===== src/rtl/asuc_pkg.sv =====
/*
 Constants, field layout and frame helpers shared by both ends of the serial link.
 Assumes both ends run from one 50 MHz ref_clk.
*/
package asuc_pkg;
	// ----------------------------------------
	// Mode register layout
	// ----------------------------------------
	localparam int MODE_TXE_BIT = 7;
	localparam int MODE_RXE_BIT = 6;
	localparam int MODE_PAR_LSB = 4;
	localparam int MODE_CL_BIT = 3;
	localparam int MODE_SL_BIT = 2;
	localparam int MODE_MASK_BIT = 1;
	localparam logic [7:0] MODE_RST = 8'h00;
	// ----------------------------------------
	// Error status layout
	// ----------------------------------------
	localparam int ERR_OVE_BIT = 0;
	localparam int ERR_FE_BIT = 1;
	localparam int ERR_PE_BIT = 2;
	localparam logic [2:0] ERR_RST = 3'h0;
	localparam logic [7:0] RXBUF_RST = 8'h00;
	// ----------------------------------------
	// Timing
	// ----------------------------------------
	localparam int CLK_HZ = 50000000;
	localparam int BAUD_DIV_DEF = 16;
	localparam int REF_DIV_DEF = 4;
	localparam int SUP_REF_CLKS = 2;

	typedef enum logic [1:0] {
		PAR_NONE = 2'b00,
		PAR_ZERO = 2'b01,
		PAR_ODD = 2'b10,
		PAR_EVEN = 2'b11
	} asuc_par_e;

	// Parity bit over 7 or 8 character bits
	function automatic logic par_bit(input logic [7:0] d, input logic eight, input logic [1:0] pm);
		logic x;
		x = eight ? ^d : ^d[6:0];
		case (pm)
			PAR_EVEN: par_bit = x;
			PAR_ODD: par_bit = ~x;
			default: par_bit = 1'b0;
		endcase
	endfunction

	// Whole frame, LSB first, idle-high fill
	function automatic logic [11:0] frame_build(input logic [7:0] d, input logic eight,
		input logic [1:0] pm);
		logic [11:0] f;
		logic [3:0] i;
		f = 12'hFFF;
		f[0] = 1'b0;
		f[8:1] = d;
		i = eight ? 4'h9 : 4'h8;
		if (!eight)
		begin
			f[8] = 1'b1;
		end
		if (pm != PAR_NONE)
		begin
			f[i] = par_bit(d, eight, pm);
		end
		frame_build = f;
	endfunction

	// Bits in a frame including start
	function automatic logic [3:0] frame_len(input logic eight, input logic [1:0] pm,
		input logic two);
		frame_len = 4'h9 + {3'h0, eight} + {3'h0, pm != PAR_NONE} + {3'h0, two};
	endfunction
endpackage


===== src/rtl/asuc_link_if.sv =====
/*
 Serial link between the device end and the remote end.
 Assumes both ends share ref_clk; each line idles high.
*/
`timescale 1ns/1ps
interface asuc_link_if;
	logic dev_txd;
	logic host_txd;
	modport device (output dev_txd, input host_txd);
	modport host (output host_txd, input dev_txd);
endinterface


===== src/rtl/asuc_device.sv =====
/*
 Device end of the asynchronous serial core: mode register, transmitter,
 receiver, receive buffer, error status and interrupt pulses.
 Assumes register accesses arrive as one-cycle strobes on ref_clk.
*/
`timescale 1ns/1ps
module asuc_device
	import asuc_pkg::*;
#(
	parameter int BAUD_DIV = asuc_pkg::BAUD_DIV_DEF,
	parameter int REF_DIV = asuc_pkg::REF_DIV_DEF
) (
	input wire logic ref_clk,
	input wire logic reset_n,
	asuc_link_if.device link,
	input wire logic mode_wr,
	input wire logic [7:0] mode_wdata,
	input wire logic tx_wr,
	input wire logic [7:0] tx_wdata,
	input wire logic rx_rd,
	input wire logic tx_flag_clr,
	output logic [7:0] serial_mode_reg,
	output logic [7:0] rx_buffer,
	output logic [2:0] rx_error_status,
	output logic tx_done_irq,
	output logic rx_done_irq,
	output logic rx_error_irq,
	output logic tx_done_req_flag,
	output logic tx_busy
);
	import asuc_pkg::*;

	typedef enum logic [1:0] {RX_IDLE = 2'b00, RX_START = 2'b01, RX_DATA = 2'b10} asuc_rx_e;

	localparam logic [15:0] SUP_CYC = 16'(SUP_REF_CLKS * REF_DIV);

	logic tx_enable;
	logic rx_enable;
	logic eight;
	logic two_stop;
	logic err_rx_irq_mask;
	logic [1:0] pmode;
	logic [11:0] tx_shift_reg;
	logic [3:0] tx_left_q;
	logic [15:0] tx_cnt_q;
	logic txd_q;
	logic tx_end;
	logic [2:0] sync_q;
	logic lvl_q;
	asuc_rx_e rx_st_q;
	logic [15:0] rx_cnt_q;
	logic [3:0] rx_left_q;
	logic [9:0] rx_sh_q;
	logic [9:0] sh_nx;
	logic [9:0] bits;
	logic [3:0] n_after;
	logic [7:0] ch;
	logic pe;
	logic fe;
	logic overrun_flag;
	logic any_err;
	logic rx_end;
	logic rx_full_q;
	logic [15:0] sup_cnt_q;

	assign tx_enable = serial_mode_reg[MODE_TXE_BIT];
	assign rx_enable = serial_mode_reg[MODE_RXE_BIT];
	assign pmode = serial_mode_reg[MODE_PAR_LSB +: 2];
	assign eight = serial_mode_reg[MODE_CL_BIT];
	assign two_stop = serial_mode_reg[MODE_SL_BIT];
	assign err_rx_irq_mask = serial_mode_reg[MODE_MASK_BIT];
	assign link.dev_txd = txd_q;

	// ----------------------------------------
	// Mode register
	// ----------------------------------------
	always_ff @(posedge ref_clk or negedge reset_n)
	begin
		if (!reset_n)
		begin
			serial_mode_reg <= MODE_RST;
		end
		else if (mode_wr)
		begin
			serial_mode_reg <= mode_wdata;
		end
	end

	// ----------------------------------------
	// Transmitter
	// ----------------------------------------
	assign tx_end = tx_busy && tx_enable && tx_cnt_q == 16'h0000 && tx_left_q == 4'h1;

	always_ff @(posedge ref_clk or negedge reset_n)
	begin
		if (!reset_n)
		begin
			tx_busy <= 1'b0;
			tx_shift_reg <= 12'hFFF;
			tx_left_q <= 4'h0;
			tx_cnt_q <= 16'h0000;
			txd_q <= 1'b1;
		end
		else if (!tx_enable)
		begin
			tx_busy <= 1'b0;
			txd_q <= 1'b1;
		end
		else if (!tx_busy)
		begin
			if (tx_wr)
			begin
				tx_busy <= 1'b1;
				tx_shift_reg <= frame_build(tx_wdata, eight, pmode);
				tx_left_q <= frame_len(eight, pmode, two_stop);
				tx_cnt_q <= 16'(BAUD_DIV - 1);
				txd_q <= 1'b0;
			end
		end
		else if (tx_cnt_q != 16'h0000)
		begin
			tx_cnt_q <= tx_cnt_q - 16'h0001;
		end
		else if (tx_left_q == 4'h1)
		begin
			tx_busy <= 1'b0;
			txd_q <= 1'b1;
		end
		else
		begin
			tx_shift_reg <= {1'b1, tx_shift_reg[11:1]};
			txd_q <= tx_shift_reg[1];
			tx_left_q <= tx_left_q - 4'h1;
			tx_cnt_q <= 16'(BAUD_DIV - 1);
		end
	end

	always_ff @(posedge ref_clk or negedge reset_n)
	begin
		if (!reset_n)
		begin
			tx_done_irq <= 1'b0;
			tx_done_req_flag <= 1'b0;
		end
		else
		begin
			tx_done_irq <= tx_end;
			tx_done_req_flag <= tx_end || (tx_done_req_flag && !tx_flag_clr);
		end
	end

	// ----------------------------------------
	// Receive input filter
	// ----------------------------------------
	always_ff @(posedge ref_clk or negedge reset_n)
	begin
		if (!reset_n)
		begin
			sync_q <= 3'h7;
			lvl_q <= 1'b1;
		end
		else
		begin
			sync_q <= {sync_q[1:0], link.host_txd};
			if (sync_q[1] == sync_q[2])
			begin
				lvl_q <= sync_q[2];
			end
		end
	end

	// ----------------------------------------
	// Frame decode
	// ----------------------------------------
	always_comb
	begin
		n_after = frame_len(eight, pmode, 1'b0) - 4'h1;
		sh_nx = {lvl_q, rx_sh_q[9:1]};
		bits = sh_nx >> (4'hA - n_after);
		ch = eight ? bits[7:0] : {1'b0, bits[6:0]};
		pe = pmode[1] && (bits[eight ? 8 : 7] != par_bit(ch, eight, pmode));
		fe = !bits[n_after - 4'h1];
		overrun_flag = rx_full_q;
		any_err = pe || fe || overrun_flag;
	end

	assign rx_end = rx_enable && rx_st_q == RX_DATA && rx_cnt_q == 16'h0000 &&
		rx_left_q == 4'h1;

	// ----------------------------------------
	// Receiver
	// ----------------------------------------
	always_ff @(posedge ref_clk or negedge reset_n)
	begin
		if (!reset_n)
		begin
			rx_st_q <= RX_IDLE;
			rx_cnt_q <= 16'h0000;
			rx_left_q <= 4'h0;
			rx_sh_q <= 10'h000;
		end
		else if (!rx_enable)
		begin
			rx_st_q <= RX_IDLE;
		end
		else
		begin
			rx_cnt_q <= (rx_cnt_q != 16'h0000) ? rx_cnt_q - 16'h0001 : rx_cnt_q;
			unique case (rx_st_q)
				RX_IDLE:
				begin
					if (!lvl_q)
					begin
						rx_st_q <= RX_START;
						rx_cnt_q <= 16'(BAUD_DIV / 2 - 1);
					end
				end
				RX_START:
				begin
					if (rx_cnt_q == 16'h0000)
					begin
						rx_st_q <= lvl_q ? RX_IDLE : RX_DATA;
						rx_cnt_q <= 16'(BAUD_DIV - 1);
						rx_left_q <= n_after;
					end
				end
				RX_DATA:
				begin
					if (rx_cnt_q == 16'h0000)
					begin
						rx_sh_q <= sh_nx;
						rx_cnt_q <= 16'(BAUD_DIV - 1);
						rx_left_q <= rx_left_q - 4'h1;
						if (rx_left_q == 4'h1)
						begin
							rx_st_q <= RX_IDLE;
						end
					end
				end
			endcase
		end
	end

	// ----------------------------------------
	// Receive buffer and error status
	// ----------------------------------------
	always_ff @(posedge ref_clk or negedge reset_n)
	begin
		if (!reset_n)
		begin
			rx_buffer <= RXBUF_RST;
			rx_error_status <= ERR_RST;
			rx_full_q <= 1'b0;
		end
		else if (rx_end)
		begin
			rx_buffer <= ch;
			rx_error_status[ERR_PE_BIT] <= pe;
			rx_error_status[ERR_FE_BIT] <= fe;
			rx_error_status[ERR_OVE_BIT] <= overrun_flag;
			rx_full_q <= 1'b1;
		end
		else if (rx_rd)
		begin
			rx_error_status <= ERR_RST;
			rx_full_q <= 1'b0;
		end
	end

	// ----------------------------------------
	// Receive interrupts
	// ----------------------------------------
	always_ff @(posedge ref_clk or negedge reset_n)
	begin
		if (!reset_n)
		begin
			rx_done_irq <= 1'b0;
			rx_error_irq <= 1'b0;
			sup_cnt_q <= 16'h0000;
		end
		else if (rx_end)
		begin
			rx_error_irq <= any_err;
			rx_done_irq <= !any_err || !err_rx_irq_mask;
			sup_cnt_q <= (any_err && err_rx_irq_mask) ? SUP_CYC : 16'h0000;
		end
		else
		begin
			rx_error_irq <= 1'b0;
			rx_done_irq <= rx_rd && sup_cnt_q != 16'h0000;
			sup_cnt_q <= (rx_rd || sup_cnt_q == 16'h0000) ? 16'h0000 : sup_cnt_q - 16'h0001;
		end
	end
endmodule


===== src/flat_wrapper.sv =====
// flat-port wrapper written by rule: the top's interface ports become plain ports
module asuc_device_flat import asuc_pkg::*;
#(
	parameter int BAUD_DIV = asuc_pkg::BAUD_DIV_DEF,
	parameter int REF_DIV = asuc_pkg::REF_DIV_DEF
)
  (ref_clk, reset_n, mode_wr, mode_wdata, tx_wr, tx_wdata, rx_rd, tx_flag_clr, serial_mode_reg, rx_buffer, rx_error_status, tx_done_irq, rx_done_irq, rx_error_irq, tx_done_req_flag, tx_busy, link_dev_txd, link_host_txd);
  asuc_link_if link_i ();
  input wire logic ref_clk;
  input wire logic reset_n;
  input wire logic mode_wr;
  input wire logic [7:0] mode_wdata;
  input wire logic tx_wr;
  input wire logic [7:0] tx_wdata;
  input wire logic rx_rd;
  input wire logic tx_flag_clr;
  output logic [7:0] serial_mode_reg;
  output logic [7:0] rx_buffer;
  output logic [2:0] rx_error_status;
  output logic tx_done_irq;
  output logic rx_done_irq;
  output logic rx_error_irq;
  output logic tx_done_req_flag;
  output logic tx_busy;
  output wire logic [$bits(link_i.dev_txd)-1:0] link_dev_txd;
  input wire logic [$bits(link_i.host_txd)-1:0] link_host_txd;
  assign link_dev_txd = link_i.dev_txd;
  assign link_i.host_txd = link_host_txd;
  asuc_device #(.BAUD_DIV(BAUD_DIV), .REF_DIV(REF_DIV)) u_core (.ref_clk(ref_clk), .reset_n(reset_n), .link(link_i), .mode_wr(mode_wr), .mode_wdata(mode_wdata), .tx_wr(tx_wr), .tx_wdata(tx_wdata), .rx_rd(rx_rd), .tx_flag_clr(tx_flag_clr), .serial_mode_reg(serial_mode_reg), .rx_buffer(rx_buffer), .rx_error_status(rx_error_status), .tx_done_irq(tx_done_irq), .rx_done_irq(rx_done_irq), .rx_error_irq(rx_error_irq), .tx_done_req_flag(tx_done_req_flag), .tx_busy(tx_busy));
endmodule

===== config.mk =====
export PLATFORM = sky130hd
export DESIGN_NAME = asuc_device_flat
export DESIGN_NICKNAME = d
export VERILOG_FILES = /design/src/rtl/asuc_pkg.sv /design/src/rtl/asuc_link_if.sv /design/src/rtl/asuc_device.sv /design/src/flat_wrapper.sv
export SDC_FILE = /design/constraint.sdc
export NUM_CORES = 1
export LEC_CHECK = 0
export BUFFER_PORTS_ARGS = -buffer_cell sky130_fd_sc_hd__buf_4
export CELL_PAD_IN_SITES_DETAIL_PLACEMENT = 2
export CELL_PAD_IN_SITES_GLOBAL_PLACEMENT = 2
export CORE_MARGIN = 4
export CORE_UTILIZATION = 35
export DETAILED_ROUTE_END_ITERATION = 12
export GPL_ROUTABILITY_DRIVEN = 0
export GPL_TIMING_DRIVEN = 0
export PLACE_DENSITY = 0.84
export SYNTH_ARGS = -nofsm -noshare
export SYNTH_HDL_FRONTEND = slang
export SYNTH_SLANG_ARGS = --single-unit

===== constraint.sdc =====
create_clock -name ref_clk -period 2.95 [get_ports ref_clk]
set_clock_uncertainty 0.2 [all_clocks]
set_input_delay 0.1475 -clock ref_clk [delete_from_list [all_inputs] [get_ports ref_clk]]
set_output_delay 0.1475 -clock ref_clk [all_outputs]
set_load 0.005 [all_outputs]

## Word level (Yosys, flattened, before mapping)

Index checks and enable logic that the tools add are counted.

- Bits in registers: 110
- Bits of input ports: 23
- Output and inout port bits: 25
- Word-level logic and storage cells: 168

- $add $sub $neg: 11
- Magnitude comparators: 4
- Equal/unequal tests: 19
- Shifts and indexed selects: 1
- Muxes and demuxes: 69
- Bitwise operators: 2
- Reductions and logical operators: 42

Operators with widths:

| cell | count |
|---|---|
| $mux W16 | 9 |
| $mux W12 | 5 |
| $logic_not A16 Y1 | 3 |
| $reduce_bool A16 Y1 | 3 |
| $sub A16 B1 Y16 const B | 3 |
| $lt A32 B6 Y1 const B | 1 |
| $mux W4 | 8 |
| $pmux W16 S2 | 1 |
| $mux W1 | 29 |
| $ne A3 B3 Y1 const B | 7 |
| $reduce_xor A8 Y1 | 2 |
| $sub A4 B1 Y4 const B | 4 |
| $reduce_xor A7 Y1 | 2 |
| $bwmux W12 | 1 |
| $mux W2 | 6 |
| $reduce_and A4 Y1 | 3 |
| $logic_and A1 B1 Y1 | 11 |
| $lt A4 B5 Y1 const B | 2 |
| $shr A10 B4 Y10 | 1 |
| $add A4 B1 Y4 | 2 |
| $bmux W1 S4 | 2 |
| $eq A4 B1 Y1 const B | 2 |
| $mux W8 | 1 |
| $pmux W4 S2 | 1 |
| 21 further kinds | 39 |

## Longest topological paths before layout

- Depth in word-level cells: 17
- Mapped depth: 13
- Gate-level depth less buffers: 10

## Least setup slack after synthesis

No wires, ideal clock.

- Path type: register to register
- From: reg u_core.serial_mode_reg[4]
- To: reg u_core.rx_done_irq
- Setup time: 0.119 ns
- Arrival: 2.737 ns
- Required time: 2.631 ns
- Slack: -0.105 ns
- Stages on the path, launching flop included: 12
- Buffers on the path: 1
- Period minus slack after synthesis: 3.055 ns
- Cells stage by stage: dfrtp_1 -> buf_4 -> nor2_1 -> inv_1 -> ha_1 -> mux2_2 -> o211a_1 -> a21oi_1 -> xor2_1 -> xnor3_1 -> xnor2_2 -> o21a_1

- Word-level cells in the longest chain between the ends: 17
- Elaborated cells on any way between the ends: 27
- Those cells by class: 4 x add/sub; 3 x eq/ne; 1 x shift; 9 x mux; 1 x bitwise; 9 x reduce/logical

Ends and longest elaborated chain:

| what | line | source |
|---|---|---|
| start: declaration | asuc_device.sv:22 | `output logic [7:0] serial_mode_reg,` |
| start signal: assignment | asuc_device.sv:85 | `serial_mode_reg <= mode_wdata;` |
| $reduce_bool A2 Y1 | asuc_pkg.sv:73 | `frame_len = 4'h9 + {3'h0, eight} + {3'h0, pm != PAR_NONE} + {3'h0, two};` |
| $add A4 B1 Y4 | asuc_pkg.sv:73 |  |
| $sub A4 B1 Y4 | asuc_device.sv:177 | `n_after = frame_len(eight, pmode, 1'b0) - 4'h1;` |
| $sub A4 B4 Y4 | asuc_device.sv:179 | `bits = sh_nx >> (4'hA - n_after);` |
| $shr A10 B4 Y10 | asuc_device.sv:179 |  |
| $mux W8 | asuc_device.sv:180 | `ch = eight ? bits[7:0] : {1'b0, bits[6:0]};` |
| $reduce_xor A8 Y1 / $reduce_xor A7 Y1 (equally long branches) | asuc_pkg.sv:42 | `x = eight ? ^d : ^d[6:0];` |
| $mux W1 | asuc_pkg.sv:42 |  |
| $not A1 Y1 | asuc_pkg.sv:45 | `PAR_ODD: par_bit = ~x;` |
| $pmux W1 S2 | asuc_pkg.sv:43 | `case (pm)` |
| $ne A1 B1 Y1 | asuc_device.sv:181 | `pe = pmode[1] && (bits[eight ? 8 : 7] != par_bit(ch, eight, pmode));` |
| $logic_and A1 B1 Y1 | asuc_device.sv:181 |  |
| $logic_or A1 B1 Y1 (*) (2 in series) | asuc_device.sv:184 | `any_err = pe \|\| fe \|\| overrun_flag;` |
| $logic_not A1 Y1 (*) | asuc_device.sv:284 | `rx_done_irq <= !any_err \|\| !err_rx_irq_mask;` |
| $logic_or A1 B1 Y1 (*) | asuc_device.sv:284 |  |
| $mux W1 (*) | asuc_device.sv:281 | `else if (rx_end)` |
| end signal: assignment | asuc_device.sv:284 |  |
| end: declaration | asuc_device.sv:26 | `output logic rx_done_irq,` |

Mark *: on every way between the ends. The rest lies on a longest branch, timed or not. The select of a mux whose other input is x is not followed.
A chain may end at the register's enable or synchronous reset.

## Final worst setup path

- From: reg u_core.serial_mode_reg[5]
- To: reg u_core.rx_done_irq

The elaborated chain is that of the path after synthesis.

==> impl_metrics.prom <==
# TYPE chip_impl_metric gauge
chip_impl_info{name="yosys_most_used_dff",value="sky130_fd_sc_hd__dfrtp_1"} 1
chip_impl_metric{name="design.final.nets",unit=""} 737
chip_impl_metric{name="pre_cts_slack",unit="ps"} -422
chip_impl_metric{name="dpl.cell_count",unit=""} 857
chip_impl_metric{name="worst_skew_pair.late_latency",unit="ps"} 360
chip_impl_metric{name="report.final.hold_viol_count",unit=""} 0
chip_impl_info{name="setup.worst_path.start_class",value="flop"} 1
chip_impl_metric{name="die_span_x",unit="um"} 136
chip_impl_info{name="post-synth-top-area-cell",value="sky130_fd_sc_hd__dfrtp_1"} 1
chip_impl_info{name="cts_root_buf",value="sky130_fd_sc_hd__clkbuf_16"} 1
chip_impl_metric{name="final_setup_violation_count",unit=""} 4
chip_impl_metric{name="worstSetupPathDepth",unit=""} 12
chip_impl_metric{name="drt-vias-per-instance",unit=""} 5.55
chip_impl_metric{name="fin_crit_sh",unit="%"} 106
chip_impl_metric{name="antenna_cells_inserted",unit=""} 0
chip_impl_metric{name="residual_overflow_from_global_routing",unit=""} 0
chip_impl_metric{name="peakVddDrop",unit="V"} 0.000324
chip_impl_info{name="series_of_cell_instances_along_the_critical_path",value="buf_6 -> nor2_4 -> inv_2 -> ha_4 -> buf_8 -> nand2b_1 -> a21o_2 -> o22ai_1 -> a2bb2oi_1 -> xnor3_1 -> xnor2_2 -> o21a_1"} 1
chip_impl_metric{name="synth_edf_count",unit=""} 0
chip_impl_metric{name="fmax",unit="MHz"} 319
chip_impl_metric{name="port_buffers",unit=""} 46
chip_impl_metric{name="grt_start_max_net_pins",unit=""} 107
chip_impl_metric{name="comb_power_share",unit="%"} 38.7
chip_impl_metric{name="pwr_density_cell",unit="nW/um^2"} 738
chip_impl_metric{name="cpPeakStageDelay",unit="ps"} 440
chip_impl_metric{name="grt_pass1_vias",unit=""} 5572
chip_impl_metric{name="postSynthNetCount",unit=""} 634
chip_impl_metric{name="grt_use_total",unit="%"} 20.9
chip_impl_metric{name="clk_pin_slew_worst_paths",unit="ps"} 70
chip_impl_metric{name="hold_path_depth",unit=""} 0
chip_impl_metric{name="synth_sequential_area_ratio",unit="%"} 46.5
chip_impl_metric{name="timing.final.max_slew_violations",unit=""} 0
chip_impl_metric{name="synthesis.instances",unit=""} 595
chip_impl_metric{name="cts_htree_levels",unit=""} 3
chip_impl_metric{name="power.switching_fraction",unit="%"} 39.1
chip_impl_metric{name="static-leakage-power",unit="nW"} 3.27
chip_impl_metric{name="initialDrtViolationCount",unit=""} 299
chip_impl_metric{name="placeableCoreArea",unit="um^2"} 16000
chip_impl_metric{name="headroom_to_the_max_slew_limit",unit="%"} 44.4
chip_impl_metric{name="clock_buffer_depth",unit=""} 2
chip_impl_metric{name="internal_power",unit="mW"} 3.30
chip_impl_metric{name="netSwitchingPower",unit="mW"} 2.12
chip_impl_info{name="worstSetupEndpointType",value="flop"} 1
chip_impl_metric{name="tightestPinTransition",unit="ps"} 834
chip_impl_metric{name="worst_ep_required_time",unit="ps"} 2980
chip_impl_metric{name="area_growth_syn_to_layout",unit="%"} 28.1
chip_impl_metric{name="proportion_of_layout_cells_with_a_drive_suffix_above_1",unit="%"} 25.5
chip_impl_metric{name="portion_of_total_power_attributed_to_the_clock_network",unit="%"} 22.0
chip_impl_metric{name="path_max_fanout",unit=""} 8
chip_impl_metric{name="async_reset_ff_share",unit="%"} 100
chip_impl_info{name="critical-path-top-delay-family",value="compound AO/OA/AOI/OAI gates"} 1
chip_impl_metric{name="share_of_the_synthesized_area_in_the_top_cell_type",unit="%"} 40.1
chip_impl_metric{name="fill_cells",unit=""} 1709
chip_impl_info{name="min_path_type",value="flop to flop"} 1
chip_impl_metric{name="core.rowCount",unit=""} 46
chip_impl_metric{name="ios",unit=""} 48
chip_impl_info{name="outcome",value="complete, but fails checks"} 1
chip_impl_info{name="layout_commonest_cell",value="sky130_fd_sc_hd__dfrtp_1"} 1
chip_impl_metric{name="initial_util",unit="%"} 35.9
chip_impl_metric{name="clock_sink_count",unit=""} 106
chip_impl_metric{name="power_frac_seq",unit="%"} 39.2
chip_impl_metric{name="power",unit="mW"} 5.43
chip_impl_info{name="commonest_cells_after_routing_fill_and_taps_aside",value="sky130_fd_sc_hd__dfrtp_1 (91), sky130_fd_sc_hd__buf_4 (70), sky130_fd_sc_hd__nand2_1 (60)"} 1
chip_impl_metric{name="synth_area",unit="um^2"} 5740
chip_impl_metric{name="die_y",unit="um"} 136
chip_impl_metric{name="reg2reg_depth",unit=""} 12
chip_impl_metric{name="cp.arrival",unit="ps"} 3170
chip_impl_metric{name="num_vias",unit=""} 5099
chip_impl_metric{name="wire_per_inst",unit="um"} 23.3
chip_impl_info{name="failed_checks",value="negative setup slack"} 1
chip_impl_metric{name="dieArea",unit="um^2"} 18500
chip_impl_metric{name="layout_setup_ws",unit="ps"} -182
chip_impl_metric{name="drc",unit=""} 0
chip_impl_info{name="biggestRegsByFlops",value="u_core.rx_cnt_q x16, u_core.sup_cnt_q x16, u_core.tx_cnt_q x16"} 1
chip_impl_metric{name="ys_seq_elements",unit=""} 106
chip_impl_metric{name="hpwl",unit="mm"} 12.1
chip_impl_metric{name="crit_buf_inv",unit=""} 3
chip_impl_metric{name="netlist-cell-type-count",unit=""} 70
chip_impl_metric{name="drt_pass1_iterations",unit=""} 4
chip_impl_metric{name="wl",unit="mm"} 21.4
chip_impl_metric{name="maxCapViolCount",unit=""} 0
chip_impl_info{name="crit_slowest_cell",value="sky130_fd_sc_hd__xnor3_1"} 1
chip_impl_info{name="rsz0062_at_grt",value="true"} 1
chip_impl_info{name="tritoncts",value="built"} 1
chip_impl_metric{name="layout_min_cycle_time",unit="ps"} 3130
chip_impl_metric{name="yosys_warnings",unit=""} 0
chip_impl_info{name="synth_top_cells_by_area",value="sky130_fd_sc_hd__dfrtp_1 (40%), sky130_fd_sc_hd__dfstp_2 (6.4%), sky130_fd_sc_hd__o21ai_0 (4.1%)"} 1
chip_impl_metric{name="mean_instance_size_in_the_synthesized_netlist",unit="um^2"} 9.65
chip_impl_metric{name="ant_nets",unit=""} 0
chip_impl_metric{name="wire_length_of_the_first_global_routing_pass",unit="mm"} 30.2
chip_impl_metric{name="antenna_found_initial",unit=""} 0
chip_impl_info{name="critical_path_class",value="flop to flop"} 1
chip_impl_metric{name="finalNonFillerCells",unit=""} 918
chip_impl_metric{name="cts_buffers",unit=""} 9
-- cell type report --
| class | instances | area, um^2 | share of cell area, % |
|---|---|---|---|
| Clock buffer | 12 | 256 | 3.49 |
| Sequential cell | 106 | 2670 | 36.3 |
| Inverter | 23 | 88.8 | 1.21 |
| Buffer | 24 | 166 | 2.26 |
| Multi-Input combinational cell | 441 | 3100 | 42.2 |
| Tap cell | 216 | 270 | 3.67 |
| Clock inverter | 3 | 25.0 | 0.340 |
| Timing Repair Buffer | 93 | 777 | 10.6 |
-- layer usage --
layer  global-route usage [%]  up-vias  part of all wire (%)
met1                     24.4     2638                    41
li1                         -     2291                     -
met5                        0        -                     0
met2                     38.5      118                    53
met4                     6.44        0                   3.0
met3                     3.81       52                   3.2
-- Yosys cell counts (4+ instances only) --
master,n
sky130_fd_sc_hd__and2_1,5
sky130_fd_sc_hd__dfrtp_1,92
sky130_fd_sc_hd__nor3_1,17
sky130_fd_sc_hd__o21ai_0,47
sky130_fd_sc_hd__nor3b_1,4
sky130_fd_sc_hd__inv_1,20
sky130_fd_sc_hd__and3_1,4
sky130_fd_sc_hd__nand2_1,61
sky130_fd_sc_hd__ha_1,16
sky130_fd_sc_hd__mux2_2,19
sky130_fd_sc_hd__nor4_1,15
sky130_fd_sc_hd__dfstp_2,14
sky130_fd_sc_hd__clkbuf_1,17
sky130_fd_sc_hd__xnor2_1,26
sky130_fd_sc_hd__nand3_1,14
sky130_fd_sc_hd__a31oi_1,6
sky130_fd_sc_hd__a21oi_1,20
sky130_fd_sc_hd__nand2b_1,13
sky130_fd_sc_hd__nand3b_1,5
sky130_fd_sc_hd__nor2b_1,8
sky130_fd_sc_hd__o21a_1,4
sky130_fd_sc_hd__xor2_1,13
sky130_fd_sc_hd__or3_1,9
sky130_fd_sc_hd__mux2i_1,13
sky130_fd_sc_hd__nor2_1,61
-- power groups by stage --
stage	Combinational, mW	Sequential [mW]	Clock, mW
floorplan	1.28	2.02	0
global placement	1.61	2.07	0
detailed placement	1.75	2.11	0
CTS	1.86	2.10	1.21
global route	2.32	2.17	1.29
finish	2.10	2.13	1.20
-- what timing repair did --
action | CTS | global route
endpoints found under the hold margin | 117 | 7
setup buffers | 7 | 17
gates resized for setup | 17 | 48
endpoints found under the setup margin | 35 | 48
hold buffers | 21 | 1
pin swaps | 9 | 18
-- through the flow --
step	area, um^2	TNS (ps)	util (%)	hold slack [ps]
floorplan	5780	0	-	-348
global placement	6390	-1530	40.0	57.5
detailed placement	6390	-4700	40.0	57.1
CTS	7000	-419	43.8	157
global route	7360	-1330	46.0	162
finish	7360	-504	46.0	157
-- path summary, 6_finish.rpt --
check	from	to	slack [ps]
min in group asynchronous	reset_n	u_core.tx_cnt_q[4]	520
setup / recovery	u_core.serial_mode_reg[5]	u_core.rx_done_irq	-180
setup reg to reg	u_core.serial_mode_reg[5]	u_core.rx_done_irq	-180
hold / removal	u_core.sync_q[0]	u_core.sync_q[1]	160
hold reg to reg	u_core.sync_q[0]	u_core.sync_q[1]	160
max in group asynchronous	reset_n	u_core.tx_shift_reg[8]	1280
-- logic make-up after synthesis --
kind of cell    synth area share (%)
buf+inv                         3.57
simple gates                    20.7
mux                             5.99
compound gates                  12.3
fa+ha+maj                       3.66
flops                           46.5
xor+xnor                        7.30
(Power assumes the default switching activity.)
